===== config.mk =====
export PLATFORM = sky130hd
export DESIGN_NAME = isr_frame_readout
export DESIGN_NICKNAME = d
export VERILOG_FILES = /design/src/isr_sync.v /design/src/isr_fifo.v /design/src/isr_frame_readout.v
export VERILOG_INCLUDE_DIRS = /design/src /design/src/src
export SDC_FILE = /design/constraint.sdc
export NUM_CORES = 1
export LEC_CHECK = 0
export BUFFER_PORTS_ARGS = -buffer_cell sky130_fd_sc_hd__buf_4
export CAP_MARGIN = 20
export CORE_AREA = 2 2 296 298
export DETAILED_ROUTE_END_ITERATION = 6
export DIE_AREA = 0 0 298 300
export GPL_TIMING_DRIVEN = 0
export PLACE_DENSITY_LB_ADDON = 0.08
export SKIP_LAST_GASP = 1
export SLEW_MARGIN = 25
export SYNTH_ARGS = -nofsm -noshare
export SYNTH_HDL_FRONTEND = slang
export SYNTH_SLANG_ARGS = --single-unit

===== constraint.sdc =====
create_clock -name i_clk -period 15.3 [get_ports i_clk]
set_input_delay 0.765 -clock i_clk [delete_from_list [all_inputs] [get_ports i_clk]]
set_output_delay 0.765 -clock i_clk [all_outputs]
set_load 0.01 [all_outputs]

===== src/isr_defs.vh =====
// Constants for the image sensor frame readout block.
// Assumes inclusion by bare name from every design file that needs it.
// Notes on behaviour
// Left row address selects only the row being read out.
// Right row address resets rows, apart from the row being read; the code's first rolling reset pulse goes to the start row, the row read first.
// Snapshot with multiple slopes: whole array reset at once, lowered level.
// Rolling shutter: right address is a reset pointer, one row at a time.
// Snapshot: exposure must end before row readout of the frame begins.
// Each row starts with a blanking interval of typically 3.5 us.
// One pixel per master clock period.
// Rolling frame period is rows times blanking plus row pixel time.
// Snapshot frame period is integration time plus full readout time.
// Pixel (0,0) green on green-blue row; green1 blue-green, green2 green-red.
// Row and column start and stop shrink the window down to 2x1.
// Sub-sampling lowers resolution, keeps field of view, raises frame rate.
// Controller makes integration and sync signals; sequencer makes the rest.
// Each pixel sample is a 10-bit word in a continuous stream.
// Full array is 1280 columns by 1024 rows.
// Controller supplies one master clock of at most 40 MHz; ISR_CLK_PERIOD_NS of 10 and the bench give 100 MHz.
// Pixel output rate equals the system clock frequency.
// Column window start must be even; any row may start.
// Controller bounds integration with shutter begin and end signals.
// Controller loads window before frame start and holds it stable.
// Line valid spans exactly the programmed pixels after blanking ends; the code also holds it high while a full FIFO stalls the row.
`ifndef ISR_DEFS_VH
`define ISR_DEFS_VH

`define ISR_COLS 1280
`define ISR_ROWS 1024
`define ISR_ROW_W 10
`define ISR_COL_W 11
`define ISR_POS_W 12
`define ISR_SAMPLE_W 10
`define ISR_CLR_W 2
`define ISR_FIFO_DEPTH 32
`define ISR_CLK_PERIOD_NS 10
`define ISR_BLANK_NS 3500
`define ISR_BLANK_CNT_W 12

// Colour codes
`define ISR_CLR_GREEN1 2'h0
`define ISR_CLR_BLUE 2'h1
`define ISR_CLR_RED 2'h2
`define ISR_CLR_GREEN2 2'h3

// Position steps; sub-sampling keeps two of every four
`define ISR_STEP_ONE 12'h001
`define ISR_STEP_SKIP 12'h003

// Sequencer states
`define ISR_ST_IDLE 3'h0
`define ISR_ST_EXPOSE 3'h1
`define ISR_ST_BLANK 3'h2
`define ISR_ST_PIXELS 3'h3

`endif


===== src/isr_sync.v =====
// Two flip-flop synchroniser for pin inputs.
// Assumes inputs are asynchronous to i_clk; output is a clean level.
`timescale 1ns/1ps
module isr_sync #(
  parameter W = 1
) (
  input wire i_clk,
  input wire i_rstn,
  input wire i_ce,
  input wire [W-1:0] i_async,
  output wire [W-1:0] o_sync
);
  reg [W-1:0] meta;
  reg [W-1:0] stable;

  always @(posedge i_clk or negedge i_rstn)
  begin
    if (!i_rstn)
    begin
      meta <= {W{1'b0}};
      stable <= {W{1'b0}};
    end
    else if (i_ce)
    begin
      meta <= i_async;
      stable <= meta;
    end
  end

  assign o_sync = stable;
endmodule // isr_sync


===== src/isr_fifo.v =====
// Synchronous FIFO of flip-flops, valid and ready on both sides.
// Assumes a single clock; DEPTH is a power of two.
`timescale 1ns/1ps
module isr_fifo #(
  parameter W = 13,
  parameter DEPTH = 32
) (
  input wire i_clk,
  input wire i_rstn,
  input wire i_ce,
  input wire i_wr_valid,
  output wire o_wr_ready,
  input wire [W-1:0] i_wr_data,
  output wire o_rd_valid,
  input wire i_rd_ready,
  output wire [W-1:0] o_rd_data
);
  localparam AW = $clog2(DEPTH);
  reg [W-1:0] mem [0:DEPTH-1];
  reg [AW:0] wr_ptr;
  reg [AW:0] rd_ptr;
  wire empty;
  wire full;
  wire do_wr;
  wire do_rd;

  assign empty = (wr_ptr == rd_ptr);
  // Extra pointer bit tells full from empty
  assign full = (wr_ptr[AW] != rd_ptr[AW]) &&
                (wr_ptr[AW-1:0] == rd_ptr[AW-1:0]);
  assign o_wr_ready = !full;
  assign o_rd_valid = !empty;
  assign do_wr = i_ce && i_wr_valid && !full;
  assign do_rd = i_ce && i_rd_ready && !empty;
  assign o_rd_data = mem[rd_ptr[AW-1:0]];

  always @(posedge i_clk)
  begin
    if (do_wr)
      mem[wr_ptr[AW-1:0]] <= i_wr_data;
  end

  always @(posedge i_clk or negedge i_rstn)
  begin
    if (!i_rstn)
    begin
      wr_ptr <= {(AW+1){1'b0}};
      rd_ptr <= {(AW+1){1'b0}};
    end
    else
    begin
      if (do_wr)
        wr_ptr <= wr_ptr + 1'b1;
      if (do_rd)
        rd_ptr <= rd_ptr + 1'b1;
    end
  end
endmodule // isr_fifo


===== src/isr_frame_readout.v =====
// Frame readout sequencer: row addressing, blanking, pixel stream.
// Assumes window and mode inputs come from logic on i_clk and stay
// stable while a frame runs; sync and shutter inputs come from pins.
`timescale 1ns/1ps
`include "isr_defs.vh"
module isr_frame_readout #(
  parameter COLS = `ISR_COLS,
  parameter ROWS = `ISR_ROWS,
  parameter ROW_W = `ISR_ROW_W,
  parameter COL_W = `ISR_COL_W,
  parameter SAMPLE_W = `ISR_SAMPLE_W,
  parameter FIFO_DEPTH = `ISR_FIFO_DEPTH,
  parameter BLANK_NS = `ISR_BLANK_NS,
  parameter CLK_NS = `ISR_CLK_PERIOD_NS
) (
  input wire i_clk,
  input wire i_rstn,
  input wire i_ce,
  input wire i_frame_sync,
  input wire i_shutter_begin,
  input wire i_shutter_end,
  input wire i_snapshot_mode,
  input wire i_multi_slope,
  input wire i_subsample,
  input wire [ROW_W-1:0] i_row_start,
  input wire [ROW_W-1:0] i_row_stop,
  input wire [COL_W-1:0] i_col_start,
  input wire [COL_W-1:0] i_col_stop,
  input wire [ROW_W-1:0] i_reset_lag,
  input wire [SAMPLE_W-1:0] i_adc_sample,
  input wire i_pix_ready,
  output wire o_pix_valid,
  output wire [SAMPLE_W-1:0] o_pix_data,
  output wire [`ISR_CLR_W-1:0] o_pix_color,
  output wire o_pix_eol,
  output wire [ROW_W-1:0] o_read_row,
  output wire [ROW_W-1:0] o_reset_row,
  output wire o_reset_row_pulse,
  output wire o_global_reset,
  output wire o_reset_level_low,
  output wire o_pixel_sample,
  output wire [COL_W-1:0] o_col_addr,
  output wire o_blanking,
  output wire o_line_valid,
  output wire o_frame_valid,
  output wire o_exposing
);
  localparam FW = SAMPLE_W + `ISR_CLR_W + 1;
  // Least blanking time: round up to whole cycles
  localparam BLANK_CYC = (BLANK_NS + CLK_NS - 1) / CLK_NS;
  localparam BLANK_LAST_I = BLANK_CYC - 1;
  localparam [`ISR_BLANK_CNT_W-1:0] BLANK_LAST =
    BLANK_LAST_I[`ISR_BLANK_CNT_W-1:0];
  // Highest address of the array; larger stops are clipped to it
  localparam ROW_LAST_I = ROWS - 1;
  localparam COL_LAST_I = COLS - 1;
  localparam [ROW_W-1:0] ROW_LAST = ROW_LAST_I[ROW_W-1:0];
  localparam [COL_W-1:0] COL_LAST = COL_LAST_I[COL_W-1:0];

  // Next position in a window; sub-sampling skips pairs so Bayer
  // quads stay whole while the field of view is kept
  function [`ISR_POS_W-1:0] isr_step;
    input [`ISR_POS_W-1:0] pos;
    input [`ISR_POS_W-1:0] start;
    input sub;
    reg [`ISR_POS_W-1:0] rel;
    begin
      rel = pos - start;
      if (sub && rel[0])
        isr_step = pos + `ISR_STEP_SKIP;
      else
        isr_step = pos + `ISR_STEP_ONE;
    end
  endfunction

  function [`ISR_CLR_W-1:0] isr_bayer;
    input row_odd;
    input col_odd;
    begin
      if (!row_odd && !col_odd)
        isr_bayer = `ISR_CLR_GREEN1;
      else if (!row_odd)
        isr_bayer = `ISR_CLR_BLUE;
      else if (!col_odd)
        isr_bayer = `ISR_CLR_RED;
      else
        isr_bayer = `ISR_CLR_GREEN2;
    end
  endfunction

  wire frame_lvl;
  wire begin_lvl;
  wire end_lvl;
  reg frame_d;
  reg begin_d;
  reg end_d;
  wire frame_rise;
  wire begin_rise;
  wire end_rise;

  reg [2:0] state;
  reg [`ISR_BLANK_CNT_W-1:0] blank_cnt;
  reg [ROW_W-1:0] row;
  reg [COL_W-1:0] col;
  reg [ROW_W-1:0] reset_row;
  reg reset_pulse;
  reg global_reset;
  reg level_low;
  reg sample_pulse;
  reg frame_valid;
  reg win_sub;
  reg win_snap;
  reg [ROW_W-1:0] win_row_start;
  reg [ROW_W-1:0] win_row_stop;
  reg [COL_W-1:0] win_col_start;
  reg [COL_W-1:0] win_col_stop;
  reg [ROW_W-1:0] win_lag;

  wire [`ISR_POS_W-1:0] next_row;
  wire [`ISR_POS_W-1:0] next_col;
  wire last_row;
  wire last_col;
  wire [`ISR_POS_W-1:0] ptr_sum;
  wire [`ISR_POS_W-1:0] ptr_span;
  wire [ROW_W-1:0] next_reset_row;
  wire fifo_in_ready;
  wire fifo_wr;
  wire [FW-1:0] fifo_in;
  wire [FW-1:0] fifo_out;

  isr_sync #(
    .W(3)
  ) u_sync (
    .i_clk(i_clk),
    .i_rstn(i_rstn),
    .i_ce(i_ce),
    .i_async({i_frame_sync, i_shutter_begin, i_shutter_end}),
    .o_sync({frame_lvl, begin_lvl, end_lvl})
  );

  always @(posedge i_clk or negedge i_rstn)
  begin
    if (!i_rstn)
    begin
      frame_d <= 1'b0;
      begin_d <= 1'b0;
      end_d <= 1'b0;
    end
    else if (i_ce)
    begin
      frame_d <= frame_lvl;
      begin_d <= begin_lvl;
      end_d <= end_lvl;
    end
  end

  assign frame_rise = frame_lvl && !frame_d;
  assign begin_rise = begin_lvl && !begin_d;
  assign end_rise = end_lvl && !end_d;

  assign next_row = isr_step({{(`ISR_POS_W-ROW_W){1'b0}}, row},
    {{(`ISR_POS_W-ROW_W){1'b0}}, win_row_start}, win_sub);
  assign next_col = isr_step({{(`ISR_POS_W-COL_W){1'b0}}, col},
    {{(`ISR_POS_W-COL_W){1'b0}}, win_col_start}, win_sub);
  // Stop compares are inclusive, so start equal to stop gives one
  assign last_row = (next_row > {{(`ISR_POS_W-ROW_W){1'b0}},
    win_row_stop});
  assign last_col = (next_col > {{(`ISR_POS_W-COL_W){1'b0}},
    win_col_stop});

  // Rolling reset pointer runs a lag ahead, wrapping in the window
  assign ptr_sum = {{(`ISR_POS_W-ROW_W){1'b0}}, next_row[ROW_W-1:0]} +
    {{(`ISR_POS_W-ROW_W){1'b0}}, win_lag};
  assign ptr_span = {{(`ISR_POS_W-ROW_W){1'b0}}, win_row_stop} -
    {{(`ISR_POS_W-ROW_W){1'b0}}, win_row_start} + `ISR_STEP_ONE;
  assign next_reset_row = (ptr_sum > {{(`ISR_POS_W-ROW_W){1'b0}},
    win_row_stop}) ? ptr_sum[ROW_W-1:0] - ptr_span[ROW_W-1:0] :
    ptr_sum[ROW_W-1:0];

  assign fifo_wr = (state == `ISR_ST_PIXELS);
  assign fifo_in = {last_col, isr_bayer(row[0], col[0]),
    i_adc_sample};

  always @(posedge i_clk or negedge i_rstn)
  begin
    if (!i_rstn)
    begin
      state <= `ISR_ST_IDLE;
      blank_cnt <= {`ISR_BLANK_CNT_W{1'b0}};
      row <= {ROW_W{1'b0}};
      col <= {COL_W{1'b0}};
      reset_row <= {ROW_W{1'b0}};
      reset_pulse <= 1'b0;
      global_reset <= 1'b0;
      level_low <= 1'b0;
      sample_pulse <= 1'b0;
      frame_valid <= 1'b0;
      win_sub <= 1'b0;
      win_snap <= 1'b0;
      win_row_start <= {ROW_W{1'b0}};
      win_row_stop <= {ROW_W{1'b0}};
      win_col_start <= {COL_W{1'b0}};
      win_col_stop <= {COL_W{1'b0}};
      win_lag <= {ROW_W{1'b0}};
    end
    else if (i_ce)
    begin
      reset_pulse <= 1'b0;
      global_reset <= 1'b0;
      sample_pulse <= 1'b0;
      case (state)
        `ISR_ST_IDLE:
        begin
          level_low <= 1'b0;
          // Window is taken once per frame; later edits wait a frame
          win_sub <= i_subsample;
          win_snap <= i_snapshot_mode;
          win_row_start <= i_row_start;
          win_row_stop <= (i_row_stop > ROW_LAST) ? ROW_LAST :
            i_row_stop;
          // Odd column starts are rounded down to keep colour pairs
          win_col_start <= {i_col_start[COL_W-1:1], 1'b0};
          win_col_stop <= (i_col_stop > COL_LAST) ? COL_LAST :
            i_col_stop;
          win_lag <= i_reset_lag;
          if (i_snapshot_mode && begin_rise)
          begin
            // Whole array reset at the start of exposure
            state <= `ISR_ST_EXPOSE;
            global_reset <= 1'b1;
            level_low <= i_multi_slope;
            frame_valid <= 1'b1;
          end
          else if (!i_snapshot_mode && frame_rise)
          begin
            state <= `ISR_ST_BLANK;
            row <= i_row_start;
            reset_row <= i_row_start;
            reset_pulse <= 1'b1;
            blank_cnt <= {`ISR_BLANK_CNT_W{1'b0}};
            frame_valid <= 1'b1;
          end
        end
        `ISR_ST_EXPOSE:
        begin
          // Frame sync is ignored here; readout waits for exposure end
          if (end_rise)
          begin
            state <= `ISR_ST_BLANK;
            sample_pulse <= 1'b1;
            level_low <= 1'b0;
            row <= win_row_start;
            blank_cnt <= {`ISR_BLANK_CNT_W{1'b0}};
          end
        end
        `ISR_ST_BLANK:
        begin
          if (blank_cnt == BLANK_LAST)
          begin
            state <= `ISR_ST_PIXELS;
            col <= win_col_start;
          end
          else
            blank_cnt <= blank_cnt + 1'b1;
        end
        `ISR_ST_PIXELS:
        begin
          // A full FIFO stalls the column pointer, so no pixel is lost
          if (fifo_in_ready)
          begin
            if (!last_col)
              col <= next_col[COL_W-1:0];
            else if (last_row)
            begin
              state <= `ISR_ST_IDLE;
              frame_valid <= 1'b0;
            end
            else
            begin
              state <= `ISR_ST_BLANK;
              row <= next_row[ROW_W-1:0];
              blank_cnt <= {`ISR_BLANK_CNT_W{1'b0}};
              if (!win_snap)
              begin
                reset_row <= next_reset_row;
                reset_pulse <= 1'b1;
              end
            end
          end
        end
        default:
        begin
          state <= `ISR_ST_IDLE;
          frame_valid <= 1'b0;
        end
      endcase
    end
  end

  isr_fifo #(
    .W(FW),
    .DEPTH(FIFO_DEPTH)
  ) u_fifo (
    .i_clk(i_clk),
    .i_rstn(i_rstn),
    .i_ce(i_ce),
    .i_wr_valid(fifo_wr),
    .o_wr_ready(fifo_in_ready),
    .i_wr_data(fifo_in),
    .o_rd_valid(o_pix_valid),
    .i_rd_ready(i_pix_ready),
    .o_rd_data(fifo_out)
  );

  assign o_pix_data = fifo_out[SAMPLE_W-1:0];
  assign o_pix_color = fifo_out[SAMPLE_W+`ISR_CLR_W-1:SAMPLE_W];
  assign o_pix_eol = fifo_out[FW-1];
  assign o_read_row = row;
  assign o_reset_row = reset_row;
  assign o_reset_row_pulse = reset_pulse;
  assign o_global_reset = global_reset;
  assign o_reset_level_low = level_low;
  assign o_pixel_sample = sample_pulse;
  assign o_col_addr = col;
  assign o_blanking = (state == `ISR_ST_BLANK);
  assign o_line_valid = (state == `ISR_ST_PIXELS);
  assign o_frame_valid = frame_valid;
  assign o_exposing = (state == `ISR_ST_EXPOSE);
endmodule // isr_frame_readout


# --- Word-level counts from Yosys, hierarchy flattened ---
# Memory sizes are Yosys's and may differ from the RTL's.
# Index checks and enable logic that the tools add are counted.
totals:
  wordCells: 161
  inputBits: 72
  mem_count: 1
  reg_bits: 125
  out_inout_bits: 53
  mem_bits_rw: 416
classes:
  bitwise_logic: 1
  n_mux: 62
  n_reduce_logical: 36
  add_sub_neg: 13
  n_eq_ne: 19
  n_lt_le_gt_ge: 5
mem_list:
  columns: ["name", "depth", "width", "read_ports", "rd_clocked_by_memory_dff", "write_ports", "line", "rtl"]
  rows:
  - ["u_fifo.mem", 32, 13, 1, 0, 1, "isr_fifo.v:19", "reg [W-1:0] mem [0:DEPTH-1];"]
ops:
  columns: ["cell", "n"]
  rows:
  - ["10-bit 2-to-1 mux", 12]
  - ["12-bit 2-to-1 mux", 8]
  - ["11-bit 2-to-1 mux", 5]
  - ["12-bit one-hot mux with 4 select lines", 1]
  - ["10-bit one-hot mux with 3 select lines", 1]
  - ["11-bit one-hot mux with 2 select lines", 1]
  - ["1-bit 2-to-1 mux", 20]
  - ["10-bit one-hot mux with 2 select lines", 1]
  - ["10-bit subtractor", 2]
  - ["3-bit 2-to-1 mux", 6]
  - ["2-bit != test (second input constant)", 9]
  - ["8-bit AND reduction", 2]
  - ["1-bit logical AND", 13]
  - ["11-bit by 1-bit adder with 12-bit output (second input constant)", 1]
  - ["11-bit by 2-bit adder with 12-bit output (second input constant)", 1]
  - ["12-bit by 1-bit adder with 12-bit output (second input constant)", 1]
  - ["6-bit by 1-bit adder with 6-bit output (second input constant)", 2]
  - ["12-bit by 9-bit == test with 1-bit output (second input constant)", 1]
  - ["12-bit by 10-bit greater-than comparator with 1-bit output", 1]
  - ["12-bit by 11-bit greater-than comparator with 1-bit output", 1]
  - ["3-bit one-hot mux with 4 select lines", 1]
  - ["6-bit AND reduction", 2]
  - ["10-bit by 1-bit adder with 11-bit output (second input constant)", 1]
  - ["10-bit by 10-bit adder with 11-bit output", 1]
  - ["28 further kinds", 42]

# --- Longest topological paths before layout ---
# Gate-level depths: netlist of the first run.
depth:
  depth_word: 11
  mapped_depth: 22
  mapped_depth_nobuf: 22

# --- Modules after synthesis ---
# Synthesis of the first run repeated with hierarchy kept, for this count alone.
unflattened:
  cells_unflattened: 1788
  hier_area_um2: 24328.3
by_module_without_submodules:
  columns: ["mod", "seq_area_each_um2", "n_inst", "area_per_inst_um2", "cells_each"]
  rows:
  - ["isr_fifo", 12792.3, 1, 17003.8, 989]
  - ["isr_frame_readout", 2652.5, 1, 7073.0, 786]
  - ["isr_sync", 150.1, 1, 251.5, 13]

# --- Worst setup path before layout of the first run ---
# Ideal clock, no wire load.
synth_path:
  path_type: "register to register"
  startpoint: "register row[0], in the netlist o_read_row[0]"
  endpoint: "register reset_row[9], in the netlist o_reset_row[9]"
  arrival_time_ns: 4.866
  setup_time_ns: 0.065
  path_buffers: 0
  slack_ns: 10.370
  synth_period_minus_slack_ns: 4.930
  required_ns: 15.235
  path_stages_with_launch: 22
  path_cell_list: "dfrtp_1 xor2_1 and2_1 inv_1 fa_1 nand3b_1 xnor2_1 ha_1 and3_1 a221oi_2 o21a_1 o311ai_0 fa_1 inv_1 ha_1 or2_2 a21oi_1 a31oi_1 xnor2_1 or3_1 a31oi_1 mux2_2"
synth_via:
  elab_chain_cells: 11
  word_cells_on_any_way: 17
  classes_between: "add/sub: 5; order compare: 2; eq/ne: 1; mux: 7; reduce/logical: 2"
synth_lines:
  columns: ["item", "line", "rtl"]
  rows:
  - ["from (decl)", "isr_frame_readout.v:103", "reg [ROW_W-1:0] row;"]
  - ["from (signal assigned)", "isr_frame_readout.v:190", "row <= {ROW_W{1'b0}};"]
  - ["from (signal assigned)", "isr_frame_readout.v:237", "row <= i_row_start;"]
  - ["from (signal assigned)", "isr_frame_readout.v:252", "row <= win_row_start;"]
  - ["parallel branches: the longest is 2 deep, another holds 10-bit by 1-bit adder with 11-bit output", null, null]
  - ["11-bit 2-to-1 mux (*)", "isr_frame_readout.v:69", "if (sub && rel[0])"]
  - ["10-bit by 10-bit adder with 11-bit output", "isr_frame_readout.v:172", "assign ptr_sum = {{(`ISR_POS_W-ROW_W){1'b0}}, next_row[ROW_W-1:0]} +"]
  - ["10-bit subtractor / 11-bit by 10-bit greater-than comparator with 1-bit output (equally long branches)", "isr_frame_readout.v:177, isr_frame_readout.v:176", null]
  - ["10-bit 2-to-1 mux", "isr_frame_readout.v:176", "assign next_reset_row = (ptr_sum > {{(`ISR_POS_W-ROW_W){1'b0}},"]
  - ["10-bit 2-to-1 mux", "isr_frame_readout.v:283", "if (!win_snap)"]
  - ["10-bit 2-to-1 mux", "isr_frame_readout.v:273", "else if (last_row)"]
  - ["10-bit 2-to-1 mux", "isr_frame_readout.v:271", "if (!last_col)"]
  - ["10-bit 2-to-1 mux", "isr_frame_readout.v:269", "if (fifo_in_ready)"]
  - ["10-bit one-hot mux with 2 select lines", "isr_frame_readout.v:211", "case (state)"]
  - ["to (signal assigned)", "isr_frame_readout.v:192", "reset_row <= {ROW_W{1'b0}};"]
  - ["to (signal assigned)", "isr_frame_readout.v:238", "reset_row <= i_row_start;"]
  - ["to (signal assigned)", "isr_frame_readout.v:285", "reset_row <= next_reset_row;"]
  - ["to (decl)", "isr_frame_readout.v:105", "reg [ROW_W-1:0] reset_row;"]
# Mark *: on every way between the ends. The select of a mux whose other input is x is not followed.
# A chain may end at the register's enable or synchronous reset.

# --- Worst setup path after layout of the first run ---
layout_path:
  startpoint: "register row[0], in the netlist o_read_row[0]"
  endpoint: "register reset_row[5], in the netlist o_reset_row[5]"
# The elaborated chain is that of the path after synthesis.

==> summary.md, run 1 <==
| Metric | Value |
|---|---|
| Slew headroom | 30.8% |
| Clock sinks | 540 |
| Fillers | ~8500 |
| Area delta synth->final | 20.4% |
| Via count | 13730 |
| EDFF count, synth | 416 |
| FFs w/ async S/R, synth | 23.0% |
| Least-Margin Pin Slew | 1.04 ns |
| # setup viols final | 0 |
| Critical Path RT | 15.79 ns |
| WP data arrival | 6.47 ns |
| Antenna violations before repair | 2 |
| Final Max Slew Viols | 0 |
| Synth top area cells | edfxtp_1 52%, dfrtp_1 13%, mux4_2 12% |
| CTS Buf Count | 68 |
| Cell area after synthesis | 24000 µm² |
| Top post-synthesis cells by count | 416 x edfxtp_1, 157 x nand2_1, 130 x mux4_2, 124 x dfrtp_1, 75 x nor2_1 |
| H-Tree Depth | 3 |
| Post-CTS sizing | 0 |
| Drt pass-1 iters | 6 |
| GR Overflow Total | 0 |
| Status | completed |
| Post-DP HPWL | approximately 50 mm |
| Share of the synthesized area in the top cell type | between 50 and 60% |
| Post-CTS setup repair buffer count | 0 |
| Setup Skew | 0.0332 ns |
| Drt wl/cell | 23.9 µm |
| Leakage dissipation | 10.4 nW |
| Starting DRT DRC Count | 856 |
| Synth Instances | 1513 |
| Synth warn | 0 |
| Synth unique cells | 65 |
| Crit-path slowest cell | dfrtp_1 |
| Setup tns final | 0 ns |
| Largest net degree at the start of global routing | 72 |
| Worst-Skew Late Latency | 0.61 ns |
| Die area | 89400 µm² |
| Die Width | 298 µm |
| Core area | 86200 µm² |
| Sequential cell area fraction in the yosys report | 65.0% |
| Avg Cell Area, Syn | 15.9 µm² |
| Final worst-path cycle share | approximately 40% |
| Power Dens Cells | 239 nW/µm² |
| Cts hold-fix bufs | 0 |
| Most common cell in the netlist | edfxtp_1 |
| First-pass GRT wire length | 102 mm |
| Critical-path cell list | xor2_1 > and2_1 > inv_1 > fa_1 > nand3b_1 > nor2_1 > nand3_1 > xnor2_1 > ha_1 > inv_1 > nor2_1 > a221oi_1 > o311ai_0 > ha_1 > nand3_1 > nor3_1 > o21ai_0 > a311oi_1 > buf_2 > mux2i_1 > a21oi_1 > mux2_2 |
| Synth Flop Type | edfxtp_1 |
| I/O pins | 125 |
| Maximum VDD drop | about 0.23 mV |
| Final hold violations | 0 |
| N_diodes | 0 |
| Yosys reg bits | 540 |
| CTS tree | built |
| Remaining DRCs | 0 |
| Final WL | 70.0 mm |
| Initial Util | between 20% and 30% |
| Die height | 300 µm |
| Setup WS post-layout | around 9.3 ns |
| Final hold slack | ~0.16 ns |
| Share of cells above drive strength 1 | between 20% and 30% |
| Row cnt | 108 |
| Final min period | 5.98 ns |
| Drt via density | 4.69 |
| Post-synth top area cell | edfxtp_1 |
| Crit path max fanout | 10 |
| Tot Pwr | between 0.006 and 0.007 W |
| Max cap viols | 0 |
| Critical path class | flip-flop to flip-flop |
| Clk pin slew, worst setup/hold paths | 0.06 ns |
| Startpoint Class | flip-flop |
| GRT Overall Usage | 15.8% |
| RSZ-0062 raised after global routing | no |
| CP Capture Type | flip-flop |
| Port bufs | 123 |
| Syn_nets | 1662 |
| Number of global-route vias before repair | roughly 14000 |
| Clk root buf | clkbuf_16 |
| Max stage delay on crit path | 0.51 ns |
| Pre-CTS setup slack | 9.26 ns |
| Placer Congestion | 0.808 |
| Final #Nets | 1867 |
| Antenna Nets Post-Route | 0 |
| Hold Path Class | input pin to asynchronous set/reset pin |
| Clock buffer depth | 3 |
| Fmax | about 170 MHz |
==> layout make-up <==
cell class              count  area (µm²)  area share, %
plain buffers              66         267          0.922
clock buffers              80        1800           6.22
clock inverters            44         460           1.59
inverters                  68         255          0.883
multi-input cells         839        7970           27.6
flip-flops and latches    540       15600           54.0
well taps                1155        1450           5.00
repair buffers            135        1110           3.83
==> report_power, final <==
part	switching, W	total [W]	internal, W	leakage, nW
registers	0.000133	0.00193	0.00180	5.27
logic	0.00191	0.00336	0.00145	4.06
clock network	0.000660	0.00162	0.000956	1.12
total	0.00271	0.00690	0.00420	10.4
==> path summary, 6_finish.rpt <==
path / start / endpoint / slack (ns) / cells past startpoint
min in group i_clk: i_reset_lag[8] / win_lag[8]$_DFFE_PN0P_ / 0.35 / 3
worst max-delay path: o_read_row[0]$_DFFE_PN0P_ / o_reset_row[5]$_DFFE_PN0P_ / 9.32 / 22
worst min-delay path: i_rstn / o_col_addr[8]$_DFFE_PN0P_ / 0.16 / 1
worst min register to register: win_col_start[1]$_DFFE_PN0P_ / win_col_start[1]$_DFFE_PN0P_ / 0.48 / 2
worst max register to register: o_read_row[0]$_DFFE_PN0P_ / o_reset_row[5]$_DFFE_PN0P_ / 9.32 / 22
max in group asynchronous: i_rstn / blank_cnt[10]$_DFFE_PN0P_ / 14.41 / 2
==> through the flow <==
stage / utilization, % / cell area (µm²) / std cells
after global routing: 33.5 / 28900 / 2927
after CTS: 33.5 / 28900 / 2927
final: 33.5 / 28900 / 2927
after detailed placement: 30.9 / 26600 / 2803
after floorplan: - / 24000 / 1513
after global placement: 30.6 / 26400 / 2791
==> flip-flops by register name, summed over array words and instances, names as in the netlist, 2 cells and up <==
signal and count:
blank_cnt 12, o_col_addr 11, o_read_row 10, o_reset_row 10, state 2, u_fifo.mem 416
u_fifo.rd_ptr 6, u_fifo.wr_ptr 6, u_sync.meta 3, u_sync.o_sync 3, win_col_start 10, win_col_stop 11
win_lag 10, win_row_start 10, win_row_stop 10
==> metal layers <==
layer	routed length [µm]	global-route usage, %
met5	0	0
met4	1760	4.62
met3	2570	2.44
met2	33700	26.1
met1	31900	21.4
==> cell usage in the layout, fill, tap and decap left out, drive strengths merged, types with 13 or more instances in the layout <==
master and n:
nand3 28, dfrtp 124, edfxtp 416, fa 13, nand3b 15, xor2 14
mux2i 24, clkbuf 126, xnor2 35, mux4 130, a21oi 36, clkinv 32
buf 155, o21ai 43, ha 64, nor2 75, inv 72, and3 17
nand2 157, mux2 48
==> critical path: cells and delay by family, from the launching register on <==
family,cells,cell delay (ns)
buf+inv,3,0.56
simple gates,7,1.25
flops,1,0.51
compound gates,5,1.22
fa+ha+maj,3,1.16
mux,2,0.60
xor+xnor,2,0.56
==> kinds of logic after synthesis <==
family                     share of synthesized area (%)
DFF                                                 65.0
muxes                                               15.5
and+or+nand+nor                                     6.80
adders and majority gates                           4.42
xor gates and xnor gates                            1.79
AOI/OAI and AO/OA                                   4.40
buffers and inverters                               2.16
Note: power is estimated with default switching activity, not from simulation.
==> run 2: changes to the inputs <==
==> constraint.sdc (replaced) <==
create_clock -name i_clk -period 4.9 [get_ports i_clk]
set_input_delay 0.245 -clock i_clk [delete_from_list [all_inputs] [get_ports i_clk]]
set_output_delay 0.245 -clock i_clk [all_outputs]
set_load 0.01 [all_outputs]
==> summary.md, run 2 (synthesis gave the netlist of run 1 again) <==
| Metric | Value |
|---|---|
| RSZ-0062 raised after global routing | yes |
| Leakage dissipation | 10.9 nW |
| Maximum VDD drop | 0.785 mV |
| Final Max Slew Viols | 0 |
| Max cap viols | 0 |
| I/O pins | 125 |
| Area delta synth->final | 25.9% |
| H-Tree Depth | 3 |
| Status | completed |
| Fmax | approximately 200 MHz |
| Post-DP HPWL | 49.0 mm |
| Die Width | 298 µm |
| P_sw | 0.00909 W |
| Row cnt | around 110 |
| Worst-Skew Late Latency | 0.63 ns |
| Critical Path RT | approximately 5.5 ns |
| Die area | 89400 µm² |
| CTS Buf Count | 68 |
| Most frequent cells in the layout | 416 x edfxtp_1, 156 x nand2_1, 146 x buf_4 |
| Clk pin slew, worst setup/hold paths | 0.06 ns |
| Drt wl/cell | between 20 and 25 µm |
| WP data arrival | about 5.5 ns |
| Crit path max fanout | 3 |
| Area of the multi-input gates | 8400 µm² |
| Final WL | 70.4 mm |
| CP Capture Type | flip-flop |
| Least-Margin Pin Slew | 0.948 ns |
| Share of cells above drive strength 1 | 29.7% |
| Antenna violations before repair | 2 |
| Clk root buf | clkbuf_16 |
| Via count | 14057 |
| Max reg flops | 416 |
| Remaining DRCs | 0 |
| Critical path class | flip-flop to flip-flop |
| Largest net degree at the start of global routing | 80 |
| Tot Pwr | between 0.02 and 0.025 W |
| Slew headroom | a little under two fifths |
| Startpoint Class | flip-flop |
| Antenna Nets Post-Route | 0 |
| Die height | 300 µm |
| FF+latch area | 15600 µm² |
| # setup viols final | 0 |
| Fillers | 8465 |
| Final #Nets | 1954 |
| Core area | approximately 86000 µm² |
| Switching share of power | 38.9% |
| Starting DRT DRC Count | 738 |
| Power share of the sequential group | 26.0% |
| Hold Path Class | input pin to flip-flop |
| Power share of the clock group | 21.8% |
| GRT Overall Usage | between 10% and 20% |
| Placer Congestion | 0.803 |
| GR Overflow Total | 0 |
| Cell internal pwr | about 0.014 W |
| Port bufs | around 120 |
| Combinational share of power | 52.2% |
| CTS tree | built |
| Setup Skew | about 0.046 ns |
| Number of global-route vias before repair | 14826 |
| Clock buffer depth | 3 |
| Initial Util | about 28% |
| Final hold violations | 0 |
| Clock sinks | between 500 and 600 |
| Drt pass-1 iters | 5 |
| R2r setup slk | between 0.003 and 0.004 ns |
| Final worst-path cycle share | 99.9% |
| Most common cell after layout, fill and taps aside | edfxtp_1 |
| First-pass GRT wire length | ~100 mm |
| Final min period | 4.90 ns |
| Power Dens Cells | 773 nW/µm² |
| Final design utilization | a little over a third |
| Drt via density | 4.66 |
==> run 2: changes by cell type in the layout (fill, tap and decap cells not counted), moves of 6 or more <==
cell	before	now
dlygate4sd3_1	0	60
buf_4	122	146
clkinv_2	18	7
ha_1	64	55
ha_4	0	7
xnor2_1	35	28
buf_6	6	12
==> run 2: stage by stage <==
step	TNS, ns	hold slack (ns)	area (µm²)	worst slack, ns	cells
after global routing	-1.44	0.0720	30200	-0.235	3016
after global placement	-10.79	0.442	26400	-1.08	2791
after detailed placement	-10.24	0.185	26700	-1.13	2802
final	0	0.0841	30200	0.00388	3017
after CTS	-0.0616	0.0511	30000	-0.0506	3007
after floorplan	0	-0.0506	24000	0.00974	1513
==> run 2: final cells by class <==
type	instances	area share, %
buffer	66	0.911
timing repair buffer	222	6.35
clock inverter	35	1.41
inverter	68	0.845
antenna	1	0.00828
clock buffer	91	6.25
tap	1155	4.78
multi-input combinational	839	27.8
sequential	540	51.6
==> run 2: what timing repair did <==
| action | CTS | global route |
|---|---|---|
| hold buffers | 60 | 0 |
| setup buffers | 19 | 9 |
| cloned | 0 | 0 |
| endpoints found under the hold margin | 158 | 0 |
| pin swaps | 24 | 21 |
| setup endpoints to repair | 18 | 33 |
| gates resized for setup | 58 | 23 |
==> run 2: power groups by stage <==
stage | registers [W] | clock network, W | logic, W
5_1_grt | 0.00614 | 0.00543 | 0.0133
2_1_floorplan | 0.00605 | 0 | 0.00713
4_1_cts | 0.00606 | 0.00526 | 0.0120
6_report | 0.00607 | 0.00510 | 0.0122
3_5_place_dp | 0.00614 | 0 | 0.0107
3_3_place_gp | 0.00614 | 0 | 0.0106
==> run 2: worst paths after layout <==
| kind | start | end | cells after the start |
|---|---|---|---|
| setup / recovery | o_read_row[0]$_DFFE_PN0P_ | o_reset_row[9]$_DFFE_PN0P_ | 22 |
| hold / removal | i_adc_sample[9] | u_fifo.mem[20][9]$_DFFE_PP_ | 1 |
| setup reg to reg | o_read_row[0]$_DFFE_PN0P_ | o_reset_row[9]$_DFFE_PN0P_ | 22 |
| hold reg to reg | win_col_start[5]$_DFFE_PN0P_ | win_col_start[5]$_DFFE_PN0P_ | 2 |
| max in group asynchronous | i_rstn | u_sync.meta[1]$_DFFE_PN0P_ | 3 |
| min in group asynchronous | i_rstn | win_row_stop[1]$_DFFE_PN0P_ | 2 |
==> run 2: metal layers <==
| metal | GRT usage [%] | wire length, µm | vias to the layer above |
|---|---|---|---|
| li1 | - | - | 6393 |
| met1 | 21.0 | 31500 | 7258 |
| met2 | 26.2 | 34100 | 317 |
| met3 | 3.03 | 3030 | 89 |
| met4 | 4.76 | 1780 | 0 |
| met5 | 0 | 0 | - |
==> run 2: worst max-delay path, cell delays in order, from the launching register on <==
cell and delay [ns]:
dfrtp_2 0.41, xor2_1 0.16, and2_4 0.17, ha_1 0.31
a21oi_4 0.19, nor2b_2 0.07, xor2_2 0.21, ha_1 0.30
a21o_1 0.20, a221oi_4 0.36, buf_6 0.16, xnor2_4 0.14
inv_2 0.06, fa_1 0.52, inv_2 0.05, ha_4 0.21
and3_4 0.17, a21oi_2 0.17, a31oi_2 0.12, xnor2_1 0.16
or3_1 0.32, a31oi_2 0.21, mux2_4 0.17
==> run 3: changes to the inputs <==
--- a/config.mk
+++ b/config.mk
@@ -8,11 +8,12 @@
 export LEC_CHECK = 0
 export BUFFER_PORTS_ARGS = -buffer_cell sky130_fd_sc_hd__buf_4
 export CAP_MARGIN = 20
-export CORE_AREA = 2 2 296 298
+export CORE_AREA = 2 2 202 204
 export DETAILED_ROUTE_END_ITERATION = 6
-export DIE_AREA = 0 0 298 300
+export DIE_AREA = 0 0 204 206
 export GPL_TIMING_DRIVEN = 0
 export PLACE_DENSITY_LB_ADDON = 0.08
+export SETUP_SLACK_MARGIN = 0.2
 export SKIP_LAST_GASP = 1
 export SLEW_MARGIN = 25
 export SYNTH_ARGS = -nofsm -noshare
==> constraint.sdc (replaced) <==
create_clock -name i_clk -period 4.7 [get_ports i_clk]
set_input_delay 0.235 -clock i_clk [delete_from_list [all_inputs] [get_ports i_clk]]
set_output_delay 0.235 -clock i_clk [all_outputs]
set_load 0.01 [all_outputs]
==> summary.md, run 3 (synthesis gave the netlist of run 1 again) <==
| Metric | Value |
|---|---|
| Row cnt | 74 |
| Port bufs | 123 |
| Share of cells above drive strength 1 | 30.2% |
| Clock buffer depth | 3 |
| Via count | 14454 |
| Area delta synth->final | 20.8% |
| Placer Congestion | 0.922 |
| Largest net degree at the start of global routing | 82 |
| N_diodes | 0 |
| GR Overflow Total | 0 |
| Setup Skew | 0.0322 ns |
| Final worst-path cycle share | 107% |
| Post-DP HPWL | a little under 40 mm |
| Die Width | 204 µm |
| Final hold violations | 0 |
| Drt pass-1 iters | 5 |
| Drt via density | 6.11 |
| Crit path max fanout | 5 |
| Die height | 206 µm |
| Starting DRT DRC Count | approximately 1300 |
| CTS tree | built |
| Antenna violations before repair | 0 |
| Least-Margin Pin Slew | 0.957 ns |
| Remaining DRCs | 0 |
| First-pass GRT wire length | roughly 90 mm |
| Max cap viols | 0 |
| Die area | 42000 µm² |
| Clock sinks | 540 |
| FF+latch area | 15600 µm² |
| CP Capture Point | o_reset_row[9]$_DFFE_PN0P_ |
| Critical Path RT | 5.24 ns |
| Most frequent cells in the layout | 416 x edfxtp_1, 156 x nand2_1, 155 x buf_4 |
| Final design utilization | 72.1% |
| Slew headroom | a little over a third |
| GRT Overall Usage | 28.8% |
| Final #Nets | a little under 2000 |
| CP Launch Point | win_row_start[0]$_DFFE_PN0P_ |
| Initial Util | 59.7% |
| Clk root buf | clkbuf_16 |
| Setup WS post-layout | -0.345 ns |
| FF-to-FF path depth | 22 |
| Core area | 40200 µm² |
| CTS Buf Count | 54 |
| Area of the multi-input gates | 8570 µm² |
| R2r setup slk | -0.35 ns |
| RSZ-0062 raised after global routing | yes |
| Number of global-route vias before repair | around 14000 |
| Final Max Slew Viols | 0 |
| Reg2Reg Capture Point | o_reset_row[9]$_DFFE_PN0P_ |
| Final min period | 5.05 ns |
| # setup viols final | 10 |
| I/O pins | 125 |
| Failing checks | setup timing |
| Antenna Nets Post-Route | 0 |
| Fmax | about 200 MHz |
| H-Tree Depth | 2 |
| Max reg flops | approximately 420 |
| Status | finished with violations |
| Critical path class | flip-flop to flip-flop |
| Drt wl/cell | ~25 µm |
| Hold Path Class | input pin to flip-flop |
| Worst-Skew Late Latency | 0.62 ns |
| Clk pin slew, worst setup/hold paths | 0.06 ns |
| Pre-CTS setup slack | -0.969 ns |
| WP data arrival | 5.59 ns |
| Fillers | 2541 |
| Final WL | 59.0 mm |
| Startpoint Class | flip-flop |
| CP Capture Type | flip-flop |
| Critical R2R Launch | win_row_start[0]$_DFFE_PN0P_ |
| Most common cell after layout, fill and taps aside | edfxtp_1 |
[run 3: cell types whose count changed in the layout (fill, tap and decap cells not counted), moves of 3 or more]
cell / delta
clkbuf_16: -15
buf_6: -10
buf_4: +9
clkbuf_8: -7
clkbuf_1: -6
clkinv_2: +6
xnor2_2: +5
mux2i_1: -4
a31oi_4: +3
clkinv_1: -3
o21a_1: -3
xnor2_4: -3
[run 3: per-stage QoR]
stage                     cell area (µm²)  setup TNS [ns]  hold WS, ns  std cells
after CTS                           28700           -1.89       0.0206       2352
after global routing                29000           -3.88       0.0415       2364
after global placement              25700          -11.32        0.435       2168
final                               29000           -2.37       0.0494       2364
after detailed placement            25800           -9.51        0.154       2169
after floorplan                     24100               0      -0.0606       1513
[run 3: layout make-up]
cell class              instances  share of cell area [%]
repair buffers                221                    6.51
multi-input cells             840                    29.6
inverters                      68                   0.880
clock buffers                  62                    4.80
plain buffers                  66                   0.954
clock inverters                35                    1.20
flip-flops and latches        540                    53.8
well taps                     532                    2.30
[run 3: routing by layer]
metal  wire (µm)  vias up  track usage [%]
li1            -     6355                -
met2       27700      667             45.0
met3        4500      116             4.51
met1       24300     7316             40.8
met5           0        -                0
met4        2460        0             12.4
[run 3: worst min-delay path by stage]
stage	startpoint	end	slack (ns)	cells past startpoint
final	i_adc_sample[1]	u_fifo.mem[7][1]$_DFFE_PP_	0.05	1
after CTS	i_adc_sample[2]	u_fifo.mem[7][2]$_DFFE_PP_	0.02	1
after floorplan	i_rstn	begin_d$_DFFE_PN0P_	-0.06	0
after global placement	i_col_start[3]	win_col_start[3]$_DFFE_PN0P_	0.43	3
after detailed placement	i_rstn	win_col_start[6]$_DFFE_PN0P_	0.15	1
after global routing	i_adc_sample[2]	u_fifo.mem[7][2]$_DFFE_PP_	0.04	1
[run 3: what timing repair did]
action                     CTS  global route
buffers inserted            26            12
cloned                       1             0
setup endpoints to repair   40            40
resized for setup           63            38
pin swaps                   26            23
hold buffers                59             0
hold endpoints to repair   192             0
[run 3: critical path: stages, from the launching register on]
cell and delay [ns]:
dfrtp_1 0.40, xor2_1 0.16, and2_4 0.16, inv_2 0.04
fa_2 0.36, nand3b_1 0.29, xnor2_2 0.31, ha_4 0.26
and3_4 0.18, a221oi_4 0.25, buf_12 0.16, o21a_4 0.14
o311ai_4 0.11, fa_1 0.54, inv_2 0.05, ha_4 0.20
or2_4 0.26, a21oi_4 0.13, a31oi_2 0.07, xnor2_2 0.18
or3_4 0.36, a31oi_4 0.18, mux2_4 0.16
Power of run 3 is not shown: default switching activity piles up to over one toggle a cycle in this logic, so the estimate is an artifact.
